`src/hw/uar_pkg.sv`:
```
// Constants for the asynchronous receive front end
package uar_pkg;
  localparam int unsigned SAMPLES_NORMAL = 16;
  localparam int unsigned SAMPLES_DOUBLE = 8;
  localparam logic [3:0] VOTE_FIRST_NORMAL = 4'h8;
  localparam logic [3:0] VOTE_FIRST_DOUBLE = 4'h4;
  localparam logic [3:0] LAST_STATE_NORMAL = 4'hf;
  localparam logic [3:0] LAST_STATE_DOUBLE = 4'h7;
  localparam logic [3:0] MIN_FRAME_BITS = 4'h5;
  localparam logic [3:0] MAX_FRAME_BITS = 4'ha;
  localparam int unsigned FRAME_WORD_WIDTH = 12;
  localparam int unsigned FIFO_DEPTH = 16;
  typedef enum logic [1:0] {UAR_IDLE, UAR_START, UAR_BITS, UAR_STOP} uar_state_type;
endpackage : uar_pkg

```
`src/hw/uar_fifo.sv`:
```
// Synchronous FIFO with valid/ready on both sides
`timescale 1ns/1ps
module uar_fifo #(
  parameter int unsigned WIDTH = 12,
  parameter int unsigned DEPTH = 16
) (
  input wire logic clock,
  input wire logic rst_n,
  input wire logic inValid,
  output logic inReady,
  input wire logic [WIDTH-1:0] inData,
  output logic outValid,
  input wire logic outReady,
  output logic [WIDTH-1:0] outData
);
  localparam int unsigned AW = $clog2(DEPTH);
  logic [WIDTH-1:0] store [DEPTH];
  logic [AW:0] wrPtr;
  logic [AW:0] rdPtr;
  logic push;
  logic pop;

  assign inReady = (wrPtr - rdPtr) != (AW+1)'(DEPTH);
  assign outValid = wrPtr != rdPtr;
  assign push = inValid && inReady;
  assign pop = outValid && outReady;
  assign outData = store[rdPtr[AW-1:0]];

  always_ff @(posedge clock)
  begin
    if (push)
    begin
      store[wrPtr[AW-1:0]] <= inData;
    end
  end

  always_ff @(posedge clock or negedge rst_n)
  begin
    if (!rst_n)
    begin
      wrPtr <= '0;
      rdPtr <= '0;
    end
    else
    begin
      if (push)
      begin
        wrPtr <= wrPtr + 1'b1;
      end
      if (pop)
      begin
        rdPtr <= rdPtr + 1'b1;
      end
    end
  end
endmodule : uar_fifo

```
`src/hw/uar_rx.sv`:
```
// Asynchronous receive front end: clock and data recovery
`timescale 1ns/1ps
// How it works
// Sample line at 16 ticks per bit normally, 8 in double speed.
// A high-to-low change starts detection; first low sample is number one.
// Start qualified by samples 8,9,10 normally or 4,5,6 in double speed.
// Two or more high qualifying samples reject start as noise; search resumes.
// Valid start realigns bit timing, anew for every frame.
// Per-bit state counter of 16 or 8 states numbers each sample.
// Each bit is the majority of its three centre samples.
// Votes at samples 8,9,10 normally or 4,5,6 in double speed.
// Recover every bit through first stop bit; later stop bits are ignored.
// Stop bit voted as zero sets frame error for that frame.
// Next start edge accepted right after the last stop voting sample.
// Double speed selected when double_speed_select is one.
// Data plus parity bit count from five to ten.
// Remote transmitter should keep rate error near half the tolerance.
// Frame error is stored in the buffer with its frame.
// Optional parity check, odd or even, over recovered data bits.
// Input synchronised by two flops; sampling advances on oversample ticks.
module uar_rx
  import uar_pkg::*;
#(
  parameter int unsigned DEPTH = FIFO_DEPTH
) (
  input wire logic clock,
  input wire logic rst_n,
  input wire logic sampleTick,
  input wire logic serial_receive_pin,
  input wire logic double_speed_select,
  input wire logic [3:0] frameBits,
  input wire logic parity_check_enable,
  input wire logic parity_odd_even_select,
  output logic frameValid,
  input wire logic frameReady,
  output logic [9:0] frameData,
  output logic frame_error_flag,
  output logic parityErrorFlag,
  output logic frameDropped,
  output logic rxBusy
);
  logic syncA;
  logic syncB;
  logic lineLast;
  uar_state_type state;
  logic [3:0] sampleNum;
  logic [3:0] bitIndex;
  logic [2:0] votes;
  logic [9:0] shiftData;
  logic [3:0] lenLatched;
  logic dblLatched;
  logic voteBit;
  logic [3:0] voteFirst;
  logic [3:0] lastState;
  logic [3:0] lenSafe;
  logic voteDone;
  logic pushValid;
  logic pushReady;
  logic [FRAME_WORD_WIDTH-1:0] pushWord;
  logic [FRAME_WORD_WIDTH-1:0] popWord;
  logic parityCalc;
  logic [3:0] dataBits;
  logic fallEdge;

  // Two flops before any sampling
  always_ff @(posedge clock or negedge rst_n)
  begin
    if (!rst_n)
    begin
      syncA <= 1'b1;
      syncB <= 1'b1;
    end
    else
    begin
      syncA <= serial_receive_pin;
      syncB <= syncA;
    end
  end

  always_ff @(posedge clock or negedge rst_n)
  begin
    if (!rst_n)
    begin
      lineLast <= 1'b1;
    end
    else if (sampleTick)
    begin
      lineLast <= syncB;
    end
  end

  // Out-of-range lengths clamp so a frame always ends
  assign lenSafe = (frameBits < MIN_FRAME_BITS) ? MIN_FRAME_BITS :
    (frameBits > MAX_FRAME_BITS) ? MAX_FRAME_BITS : frameBits;
  assign voteFirst = dblLatched ? VOTE_FIRST_DOUBLE : VOTE_FIRST_NORMAL;
  assign lastState = dblLatched ? LAST_STATE_DOUBLE : LAST_STATE_NORMAL;
  assign voteBit = (votes[0] & votes[1]) | (votes[0] & votes[2]) | (votes[1] & votes[2]);
  assign voteDone = sampleTick && sampleNum == voteFirst + 4'h2;
  assign fallEdge = sampleTick && lineLast && !syncB;

  // Sample capture for the first two centre votes
  always_ff @(posedge clock or negedge rst_n)
  begin
    if (!rst_n)
    begin
      votes <= 3'h0;
    end
    else if (sampleTick && state != UAR_IDLE)
    begin
      if (sampleNum == voteFirst)
      begin
        votes[0] <= syncB;
      end
      if (sampleNum == voteFirst + 4'h1)
      begin
        votes[1] <= syncB;
      end
    end
  end

  // Third vote is taken combinationally in the decision cycle
  logic decided;
  assign decided = (votes[0] & votes[1]) | ((votes[0] | votes[1]) & syncB);

  always_ff @(posedge clock or negedge rst_n)
  begin
    if (!rst_n)
    begin
      state <= UAR_IDLE;
      sampleNum <= 4'h0;
      bitIndex <= 4'h0;
      shiftData <= 10'h000;
      lenLatched <= MIN_FRAME_BITS;
      dblLatched <= 1'b0;
      pushValid <= 1'b0;
      pushWord <= '0;
    end
    else
    begin
      pushValid <= 1'b0;
      unique case (state)
        UAR_IDLE:
        begin
          if (fallEdge)
          begin
            state <= UAR_START;
            sampleNum <= 4'h2; // Edge sample is number one
            dblLatched <= double_speed_select;
            lenLatched <= lenSafe;
          end
        end
        UAR_START:
        begin
          if (sampleTick)
          begin
            sampleNum <= sampleNum + 4'h1;
            if (voteDone)
            begin
              if (decided)
              begin
                state <= UAR_IDLE;
                sampleNum <= 4'h0;
              end
              else if (sampleNum == lastState)
              begin
                state <= UAR_BITS;
                sampleNum <= 4'h0;
              end
            end
            if (sampleNum == lastState)
            begin
              state <= UAR_BITS;
              sampleNum <= 4'h0;
              bitIndex <= 4'h0;
            end
          end
        end
        UAR_BITS:
        begin
          if (sampleTick)
          begin
            sampleNum <= (sampleNum == lastState) ? 4'h0 : sampleNum + 4'h1;
            if (voteDone)
            begin
              shiftData[bitIndex] <= decided;
            end
            if (sampleNum == lastState)
            begin
              bitIndex <= bitIndex + 4'h1;
              if (bitIndex + 4'h1 == lenLatched)
              begin
                state <= UAR_STOP;
              end
            end
          end
        end
        UAR_STOP:
        begin
          if (sampleTick)
          begin
            sampleNum <= sampleNum + 4'h1;
            if (voteDone)
            begin
              // Remaining stop length and extra stop bits are not waited for
              state <= UAR_IDLE;
              sampleNum <= 4'h0;
              pushValid <= 1'b1;
              pushWord <= {!decided, parityCalc ^ parityExpect(), shiftData};
            end
          end
        end
      endcase
    end
  end

  // Parity bit is the last of the counted bits when checking is enabled
  assign dataBits = parity_check_enable ? lenLatched - 4'h1 : lenLatched;
  always_comb
  begin
    parityCalc = parity_odd_even_select;
    for (int i = 0; i < int'(MAX_FRAME_BITS); i++)
    begin
      if (4'(i) < dataBits)
      begin
        parityCalc = parityCalc ^ shiftData[i];
      end
    end
  end

  function automatic logic parityExpect();
    if (!parity_check_enable)
    begin
      return parityCalc;
    end
    return shiftData[dataBits];
  endfunction : parityExpect

  // Full buffer drops the frame and reports it
  always_ff @(posedge clock or negedge rst_n)
  begin
    if (!rst_n)
    begin
      frameDropped <= 1'b0;
    end
    else
    begin
      frameDropped <= pushValid && !pushReady;
    end
  end

  uar_fifo #(
    .WIDTH(FRAME_WORD_WIDTH),
    .DEPTH(DEPTH)
  ) frameStore (
    .clock(clock),
    .rst_n(rst_n),
    .inValid(pushValid),
    .inReady(pushReady),
    .inData(pushWord),
    .outValid(frameValid),
    .outReady(frameReady),
    .outData(popWord)
  );

  assign frameData = popWord[9:0];
  assign parityErrorFlag = popWord[10];
  assign frame_error_flag = popWord[11];
  assign rxBusy = state != UAR_IDLE;

  AST_NOISE_REJECT: assert property (@(posedge clock) disable iff (!rst_n)
    state == UAR_START && voteDone && decided |=> state == UAR_IDLE)
    else $error("Noise start not rejected");
  AST_START_ENTRY: assert property (@(posedge clock) disable iff (!rst_n)
    state == UAR_IDLE && fallEdge |=> state == UAR_START && sampleNum == 4'h2)
    else $error("Start detection not begun");
  AST_COUNTER_WRAP: assert property (@(posedge clock) disable iff (!rst_n)
    state == UAR_BITS |-> sampleNum <= lastState)
    else $error("Bit state counter out of range");
  AST_STOP_PUSH: assert property (@(posedge clock) disable iff (!rst_n)
    state == UAR_STOP && voteDone |=> pushValid && state == UAR_IDLE)
    else $error("Stop vote did not end frame");
  AST_FE_VALUE: assert property (@(posedge clock) disable iff (!rst_n)
    state == UAR_STOP && voteDone && !decided |=> pushWord[11])
    else $error("Frame error not recorded");
  AST_LEN_RANGE: assert property (@(posedge clock) disable iff (!rst_n)
    lenLatched >= MIN_FRAME_BITS && lenLatched <= MAX_FRAME_BITS)
    else $error("Frame length out of range");
  AST_MODE_HOLD: assert property (@(posedge clock) disable iff (!rst_n)
    state != UAR_IDLE && $past(state) != UAR_IDLE |-> $stable(dblLatched))
    else $error("Speed mode changed mid frame");
  AST_NO_PAR: assert property (@(posedge clock) disable iff (!rst_n)
    pushValid && $past(!parity_check_enable) |-> !pushWord[10])
    else $error("Parity error without checking");
  COV_FRAME: cover property (@(posedge clock) pushValid && !pushWord[11]);
  COV_FE: cover property (@(posedge clock) pushValid && pushWord[11]);
  COV_NOISE: cover property (@(posedge clock) state == UAR_START && voteDone && decided);
endmodule : uar_rx

```
`config.mk`:
```
export PLATFORM = sky130hd
export DESIGN_NAME = uar_rx
export DESIGN_NICKNAME = d
export VERILOG_FILES = /design/src/hw/uar_pkg.sv /design/src/hw/uar_fifo.sv /design/src/hw/uar_rx.sv
export SDC_FILE = /design/constraint.sdc
export NUM_CORES = 1
export LEC_CHECK = 0
export ABC_AREA = 1
export ABC_CLOCK_PERIOD_IN_PS = 7100
export BUFFER_PORTS_ARGS = -buffer_cell sky130_fd_sc_hd__buf_2
export CAP_MARGIN = 20
export CORE_UTILIZATION = 65
export CTS_BUF_LIST = sky130_fd_sc_hd__clkbuf_16
export DETAILED_ROUTE_END_ITERATION = 8
export PLACE_DENSITY = 0.84
export SETUP_SLACK_MARGIN = 0.02
export SYNTH_ARGS = -nofsm -noshare
export SYNTH_HDL_FRONTEND = slang
export SYNTH_SLANG_ARGS = --single-unit
```
`constraint.sdc`:
```
create_clock -name clock -period 7.1 [get_ports clock]
set_input_delay 0.355 -clock clock [delete_from_list [all_inputs] [get_ports clock]]
set_output_delay 0.355 -clock clock [all_outputs]
set_load 0.03 [all_outputs]
```
==> results.txt, run 1 <==
Synth Warn # = 0
Cells after Synth = 955
layout cells sized above 1 = 10.6%
synthesis-to-layout area growth = 11.3%
Clock Path Buffers = 3
DR iter-0 viols = 936
Post-Syn Area = 10,600 um^2
routability congestion estimate = 0.874
top_reg_cell synth = edfxtp_1
initial antenna violation count = 0
Pwr Density = 401 nW/um^2
TritonCTS clock tree = done
worst hold path type = in -> reg
Layout Cells excl Fill = 1,211
Worst VDD drop = 0.000298 V
vias in the first global route = 7,450
register share of total power = 36.6%
die height = 130 um
pre-CTS setup slack = 3.13 ns
f_max = 0.257 GHz
setup violators final = 0
critical-path cell list = clkinv_1, ha_1, xnor2_1, and3_1, nand3_1, nand2_1, inv_1, nand2_1, nor2_1
CTS H-tree lvls = 1
DRC viols = 0
post-synthesis async set-or-reset flop share = 22.0%
placed instance count = 1,163
Gate power share = 34.6%
critical path required time = 7.22 ns
sequential area share after synthesis = 66.9%
clk_skew = 0.0130 ns
Cell Int Power = 0.00294 W
Seq cells post-synth = 246
CTS Sinks = 246
first-pass GRT wire length = 39.0 mm
WL/cell = 21.5 um
crit end category = flip-flop
net load switching power = 0.00181 W
root buf cell = clkbuf_16
CP max-delay cell = nor2_1
final period utilization = 54.9%
total negative slack = 0 ns
Worst-path clk slew = 0.07 ns
commonest non-fill, non-tap cell in the layout = edfxtp_1
final hold violations = 0
GRT Overall Usage = 31.5%
via count = 7,600
Die X = 130 um
Initial Utilization = 66.7%
I/O pins = 27
core box area = 15,900 um^2
Avg Synthesized Cell Area = 11.1 um^2
post-detailed-placement half-perimeter wirelength = 16.2 mm
library cells used by synthesis = 37
Std-Cell Rows = 46
Final Max Tran Viols = 0
CP Max Fanout = 20
via/cell ratio = 6.28
RSZ-0062 raised after global routing = false
Post-synth EDFFs = 192
critical path arrival = 4.01 ns
final net count = 1,007
GRT overflow = 0
DRT Pass-1 Iters = 8
die area = 16,900 um^2
CP Launch Type = flip-flop
port bufs = 26
worst setup path class = reg -> reg
run status = complete, no violations
Clk pwr share = 28.8%
total CTS buffers = 24
PostCTS Resize Cnt = 0
Worst Slack Setup Final = 3.20 ns
final WL = 26.0 mm
most frequent cells in the layout = edfxtp_1 (192), nor2_1 (147), nand2_1 (131)
Slew @ Worst Pin = 1.07 ns
Max-slew headroom = 28.5%
Max-Cap Viols = 0
syn nets = 985
DRT antenna net count = 0
slowest stage delay, CP = 0.86 ns
largest net degree at the start of global routing = 75
Crit path top cell by count = nand2_1
Leak = 4.92 nW
antenna diode count = 0
Tmin final = 3.90 ns
Net Sw Frac = 38.1%
clock latency on the worst-skew pair = 0.51 ns
==> cells in the mapped netlist, types with 2 or more instances <==
| master | instances | area share, % |
|---|---|---|
| ha_1 | 18 | 2.1 |
| xor2_1 | 15 | 1.2 |
| nand2_4 | 5 | 0.53 |
| nand2_2 | 5 | 0.29 |
| nand3_2 | 2 | 0.19 |
| a21oi_1 | 16 | 0.75 |
| inv_1 | 58 | 2.0 |
| nand4_1 | 2 | 0.12 |
| o21bai_1 | 2 | 0.14 |
| clkbuf_1 | 37 | 1.3 |
| nor3_1 | 2 | 0.094 |
| xnor2_1 | 3 | 0.25 |
| o211ai_1 | 5 | 0.35 |
| dfrtp_1 | 49 | 12 |
| nand2_1 | 131 | 4.6 |
| inv_2 | 6 | 0.21 |
| nand3_1 | 54 | 2.5 |
| nor2_4 | 2 | 0.21 |
| edfxtp_1 | 192 | 54 |
| o21ai_0 | 124 | 5.8 |
| o221ai_1 | 20 | 1.6 |
| nor2_1 | 147 | 5.2 |
| o21ai_1 | 6 | 0.28 |
| o22ai_1 | 35 | 2.1 |
| clkinv_1 | 2 | 0.071 |
| dfstp_2 | 5 | 1.2 |
| nor2_2 | 2 | 0.12 |
==> critical path: cells and delay by family, from the launching register on <==
kind	cells	cell delay (ns)
and+or+nand+nor	5	1.47
xor gates and xnor gates	1	0.15
buffers and inverters	2	0.68
DFF	1	0.75
adders and majority gates	1	0.46
==> what timing repair did <==
| action | 4_1_cts | 5_1_grt |
|---|---|---|
| endpoints found under the hold margin | 8 | 0 |
| hold buffers | 2 | 0 |
| buffers inserted | 0 | 0 |
==> power by group through the flow <==
stage / Combinational [W] / Sequential (W) / Clock (W)
after floorplan: 0.00120 / 0.00169 / 0
after global placement: 0.00151 / 0.00178 / 0
after detailed placement: 0.00155 / 0.00178 / 0
after CTS: 0.00158 / 0.00175 / 0.00138
after global routing: 0.00178 / 0.00175 / 0.00142
final: 0.00164 / 0.00174 / 0.00137
==> cells by family after synthesis <==
kind of cell,count (synthesis),share of synthesized area [%]
AND/OR/NAND/NOR,355,14.2
flip-flops,246,66.9
AO/OA/AOI/OAI,214,11.5
buffers and inverters,104,3.74
XOR/XNOR,18,1.48
adder cells (fa/ha/maj),18,2.12
==> worst paths after layout <==
check,depth (start not counted),slack (ns),startpoint,to
min in group asynchronous,3,0.51,rst_n,shiftData[3]
hold / removal,3,0.08,double_speed_select,dblLatched
hold reg to reg,0,0.36,syncA,syncB
setup reg to reg,9,3.20,frameStore.rdPtr[2],frameStore.store[13][5]
max in group asynchronous,3,6.07,rst_n,frameStore.rdPtr[0]
setup / recovery,9,3.20,frameStore.rdPtr[2],frameStore.store[13][5]
==> flip-flops by register name, summed over array words and instances (netlist names), 2 cells and up, named ones only <==
register / flops
frameStore.store: 192
lenLatched: 4
shiftData: 10
votes: 2
pushWord: 12
frameStore.rdPtr: 5
sampleNum: 4
frameStore.wrPtr: 5
bitIndex: 4
==> layout make-up <==
cell class / instances / area [um^2]
multi-input cells: 605 / 3120
inverters: 66 / 248
clock inverters: 17 / 194
flip-flops and latches: 246 / 7120
clock buffers: 27 / 676
fillers: 1034 / 4100
well taps: 216 / 270
repair buffers: 34 / 215
==> metrics by stage <==
step | utilization [%] | instance area, um^2 | hold WS (ns) | total power [W]
6_report | 74.3 | 11800 | 0.0772 | 0.00475
5_1_grt | 74.3 | 11800 | 0.0965 | 0.00495
4_1_cts | 74.1 | 11800 | 0.0662 | 0.00471
3_5_place_dp | 68.5 | 10900 | 0.350 | 0.00334
3_3_place_gp | 68.5 | 10900 | 0.346 | 0.00329
2_1_floorplan | - | 10600 | 0.0594 | 0.00288
==> layer usage <==
layer	vias up	global-route usage, %	part of all wire [%]
met4	0	14.2	4.7
li1	3410	-	-
met3	88	5.62	9.7
met1	3640	38.9	36
met5	-	0	0
met2	462	54.6	49
Note: power is estimated with default switching activity, not from simulation.
==> run 2, diff against run 1 <==
ABC_CLOCK_PERIOD_IN_PS = 3400   (was 7100)
CORE_UTILIZATION = 56   (was 65)
PLACE_DENSITY = 0.77   (was 0.84)
clock period = 3.4 ns   (was 7.1 ns; I/O delays follow)
==> run 2 against run 1 <==
Effect of this change:
- wire length fell by 6.1%
- via count fell by 3.1%
- final cell count rose by 3.7%
- non-clock buffer count rose by 25
- clock skew rose by 0.0065 ns
- largest cell class unchanged
- die area rose by 16%
- clock power rose by 110%
- core utilization fell by 9.7 points
- sequential power rose by 100%
- register-to-register slack got worse by 2.6 ns
- count of clock-buffer cells in the layout fell by 2
==> results.txt, run 2 (synthesis results as in run 1) <==
run status = complete, no violations
Net Sw Frac = 37.4%
RSZ-0062 raised after global routing = false
pre-CTS setup slack = 0.701 ns
commonest non-fill, non-tap cell in the layout = edfxtp_1
layout cells sized above 1 = 12.1%
Gate power share = 35.3%
clk_skew = 0.0195 ns
GRT Overall Usage = 25.7%
f_max = 0.344 GHz
clock latency on the worst-skew pair = 0.52 ns
R2R setup slack = 0.65 ns
Final Max Tran Viols = 0
CP Max Fanout = 42
final WL = 24.4 mm
placed instance count = 1,203
CTS H-tree lvls = 1
I/O pins = 27
Cell Int Power = 0.00613 W
WHS = 0.00686 ns
Initial Utilization = 57.1%
DRC viols = 0
Max-Cap Viols = 0
most frequent cells in the layout = edfxtp_1 (192), nor2_1 (147), nand2_1 (131)
core box area = 18,600 um^2
Pwr Density = 814 nW/um^2
register share of total power = 35.8%
die height = 140 um
Largest register FFs = 192
worst hold path type = in -> reg
synthesis-to-layout area growth = 13.2%
initial antenna violation count = 0
via/cell ratio = 5.86
# Post-CTS Setup Buffers = 0
root buf cell = clkbuf_16
DR iter-0 viols = 799
routability congestion estimate = 0.934
crit end category = primary output
Die X = 140 um
GRT overflow = 0
worst setup path class = reg -> out
net load switching power = 0.00367 W
port bufs = 26
Pwr Total = 0.00980 W
final hold violations = 0
DRT Pass-1 Iters = 5
via count = 7,365
Layout Cells excl Fill = 1,256
Tmin final = 2.91 ns
antenna diode count = 0
first-pass GRT wire length = 38.4 mm
total negative slack = 0 ns
final net count = 1,033
CP Launch Type = flip-flop
die area = 19,600 um^2
post-detailed-placement half-perimeter wirelength = 15.6 mm
FILL cells = 1,355
DRT antenna net count = 0
largest net degree at the start of global routing = 52
Worst-path clk slew = 0.06 ns
Slew @ Worst Pin = 0.962 ns
Clock Path Buffers = 3
Clk pwr share = 28.9%
Std-Cell Rows = 50
critical path required time = 3.23 ns
critical path arrival = 2.74 ns
Worst Slack Setup Final = 0.491 ns
TritonCTS clock tree = done
WL/cell = 19.4 um
CTS Sinks = 246
Leak = 5.04 nW
Max-slew headroom = 35.7%
vias in the first global route = 7,205
setup violators final = 0
final period utilization = 85.6%
Worst VDD drop = 0.000449 V
total CTS buffers = 25
run 2: per-layer routing:
metal,GRT usage [%],share of wire [%],up-vias
met5,0,0,-
met4,8.56,3.0,0
met3,4.09,8.3,54
met2,43.6,49,347
met1,34.1,39,3496
li1,-,-,3468
run 2: worst paths after layout:
kind / start / cells after the start / end
max: frameStore.rdPtr[0] / 7 / frameData[4]
min: frameBits[2] / 3 / lenLatched[1]
max reg2reg: frameStore.rdPtr[3] / 11 / frameStore.store[6][9]
min reg2reg: syncA / 0 / syncB
max in group asynchronous: rst_n / 3 / frameStore.rdPtr[0]
min in group asynchronous: rst_n / 2 / shiftData[3]
run 2: worst max-delay path, cell delays in order, from the launching register on:
cell,delay [ns]
dfrtp_2,0.43
inv_2,0.50
buf_4,0.39
o21ai_0,0.14
o221ai_1,0.23
o211ai_1,0.19
nand3_1,0.12
buf_2,0.20
run 2: layout make-up:
type / count / area, um^2 / area share [%]
sequential: 246 / 7120 / 59.2
timing repair buffer: 59 / 395 / 3.28
multi-input combinational: 605 / 3120 / 25.9
clock buffer: 25 / 626 / 5.20
tap: 234 / 293 / 2.43
inverter: 66 / 248 / 2.06
clock inverter: 21 / 235 / 1.95
run 2: through the flow:
stage | utilization (%) | area (um^2)
4_1_cts | 64.6 | 12000
3_5_place_dp | 59.6 | 11100
6_report | 64.6 | 12000
3_3_place_gp | 59.6 | 11100
2_1_floorplan | - | 10600
5_1_grt | 64.6 | 12000
run 2: power by group through the flow:
stage	Combinational, W	Sequential, W	Clock, W
global route	0.00378	0.00352	0.00297
global placement	0.00333	0.00356	0
detailed placement	0.00340	0.00357	0
finish	0.00346	0.00351	0.00283
CTS	0.00343	0.00351	0.00286
floorplan	0.00250	0.00352	0
run 2: repair_timing:
item                                    in CTS  in global routing
endpoints found under the setup margin       0                  0
hold endpoints to repair                    31                  0
hold buffers                                 7                  0
resized for setup                            0                  0
==> run 3, diff against run 2 <==
GPL_TIMING_DRIVEN = 0   (was default)
==> run 3 against run 2 <==
Effect of this change:
- sequential share of layout area shrank 0.61 points
- global-route usage up 0.61 points
- final area up 1.0%
- wire length rose by 3.7%
- flip-flop and latch count stayed put
- power increased by 0.51%
- clock skew rose by 0.0077 ns
- register-to-register slack lost 0.53 ns
==> results.txt, run 3 (synthesis results as in run 1) <==
GRT Overall Usage = 26.4%
Max-Cap Viols = 0
antenna diode count = 0
commonest non-fill, non-tap cell in the layout = edfxtp_1
Pwr Density = 810 nW/um^2
CP Max Fanout = 15
Tmin final = 3.28 ns
critical path required time = 3.62 ns
final hold violations = 0
DRC viols = 0
CP Launch Point = frameStore.rdPtr[1]
largest net degree at the start of global routing = 38
core box area = 18,600 um^2
clk_skew = 0.0272 ns
run status = complete, no violations
final period utilization = 96.4%
most frequent cells in the layout = edfxtp_1 (192), nor2_1 (134), nand2_1 (131)
placed instance area = 11,200 um^2
clock latency on the worst-skew pair = 0.53 ns
vias in the first global route = 7,289
initial antenna violation count = 0
final WL = 25.3 mm
CP Launch Type = flip-flop
DRT Pass-1 Iters = 5
hold_sp = frameReady
die height = 140 um
Max-slew headroom = 46.8%
critical path arrival = 3.49 ns
CTS H-tree lvls = 1
Die X = 140 um
root buf cell = clkbuf_16
placed instance count = 1,226
CTS Sinks = 246
setup violators final = 0
worst hold path type = in -> reg
routability congestion estimate = 0.858
Clock Path Buffers = 3
total CTS buffers = 25
port bufs = 26
Final Max Tran Viols = 0
worst r2r src = frameStore.rdPtr[1]
layout cells sized above 1 = 11.6%
GRT overflow = 0
first-pass GRT wire length = 39.2 mm
# Post-CTS Setup Buffers = 0
final net count = 1,057
Worst VDD drop = 0.000545 V
Std-Cell Rows = 50
Largest register FFs = 192
Worst-path clk slew = 0.06 ns
WL/cell = 19.8 um
synthesis-to-layout area growth = 14.3%
via count = 7,595
die area = 19,600 um^2
TritonCTS clock tree = done
worst setup path class = reg -> reg
DRT antenna net count = 0
crit end category = flip-flop
Slew @ Worst Pin = 0.799 ns
f_max = 0.305 GHz
via/cell ratio = 5.93
DR iter-0 viols = 914
post-detailed-placement half-perimeter wirelength = 16.6 mm
Layout Cells excl Fill = 1,280
I/O pins = 27
Final Cell Area = 12,200 um^2
RSZ-0062 raised after global routing = false
Initial Utilization = 57.1%
Leak = 5.03 nW
-- run 3: where the power goes --
group          internal [W]  switching, W  total (W)
combinational       0.00109       0.00251    0.00360
sequential          0.00335      0.000158    0.00351
clock               0.00164       0.00110    0.00274
-- run 3: path summary, 6_finish.rpt --
check / to / slack, ns / cells after the start
max reg2reg: frameStore.store[2][6] / 0.12 / 12
min: frameStore.rdPtr[1] / 0.1 / 3
max in group asynchronous: frameStore.wrPtr[3] / 2.72 / 3
min reg2reg: syncB / 0.36 / 0
max: frameStore.store[2][6] / 0.12 / 12
min in group asynchronous: bitIndex[1] / 0.14 / 2
-- run 3: final cells by class --
cell class	instances	area, um^2
multi-input combinational	605	3180
inverter	66	248
clock inverter	21	200
timing repair buffer	46	347
buffer	37	150
tap	234	293
sequential	246	7120
fill	1375	6480
clock buffer	25	626
-- run 3: repair_timing --
| action | CTS | global route |
|---|---|---|
| setup endpoints to repair | 147 | 162 |
| hold buffers | 8 | 0 |
| gates resized for setup | 16 | 8 |
| hold endpoints to repair | 61 | 0 |
-- run 3: routing by layer --
layer / part of all wire (%) / vias to the layer above / track usage [%]
met5: 0 / - / 0
met4: 3.3 / 0 / 10.5
met3: 9.0 / 56 / 4.13
met2: 48 / 347 / 43.4
met1: 39 / 3663 / 35.3
li1: - / 3529 / -
-- run 3: critical path, stage by stage (launching register included) --
cell	delay, ns
dfrtp_1	0.43
inv_1	0.44
ha_1	0.35
inv_1	0.08
o21bai_2	0.07
xnor2_1	0.12
and3_1	0.16
nand3_1	0.10
nand2_1	0.11
inv_1	0.17
nand2_1	0.26
nor2_2	0.45
buf_6	0.20
-- run 3: stage by stage --
step                hold WS, ns  TNS [ns]  util [%]  total power [W]  setup slack [ns]
floorplan                -0.126         0         -          0.00602             0.611
global placement          0.276    -37.34      59.3          0.00698            -0.299
detailed placement        0.128    -17.37      60.0          0.00709            -0.255
CTS                      0.0734     -4.55      65.2          0.00983            -0.196
global route              0.137         0      65.2           0.0104            0.0342
finish                   0.0988         0      65.2          0.00985             0.124
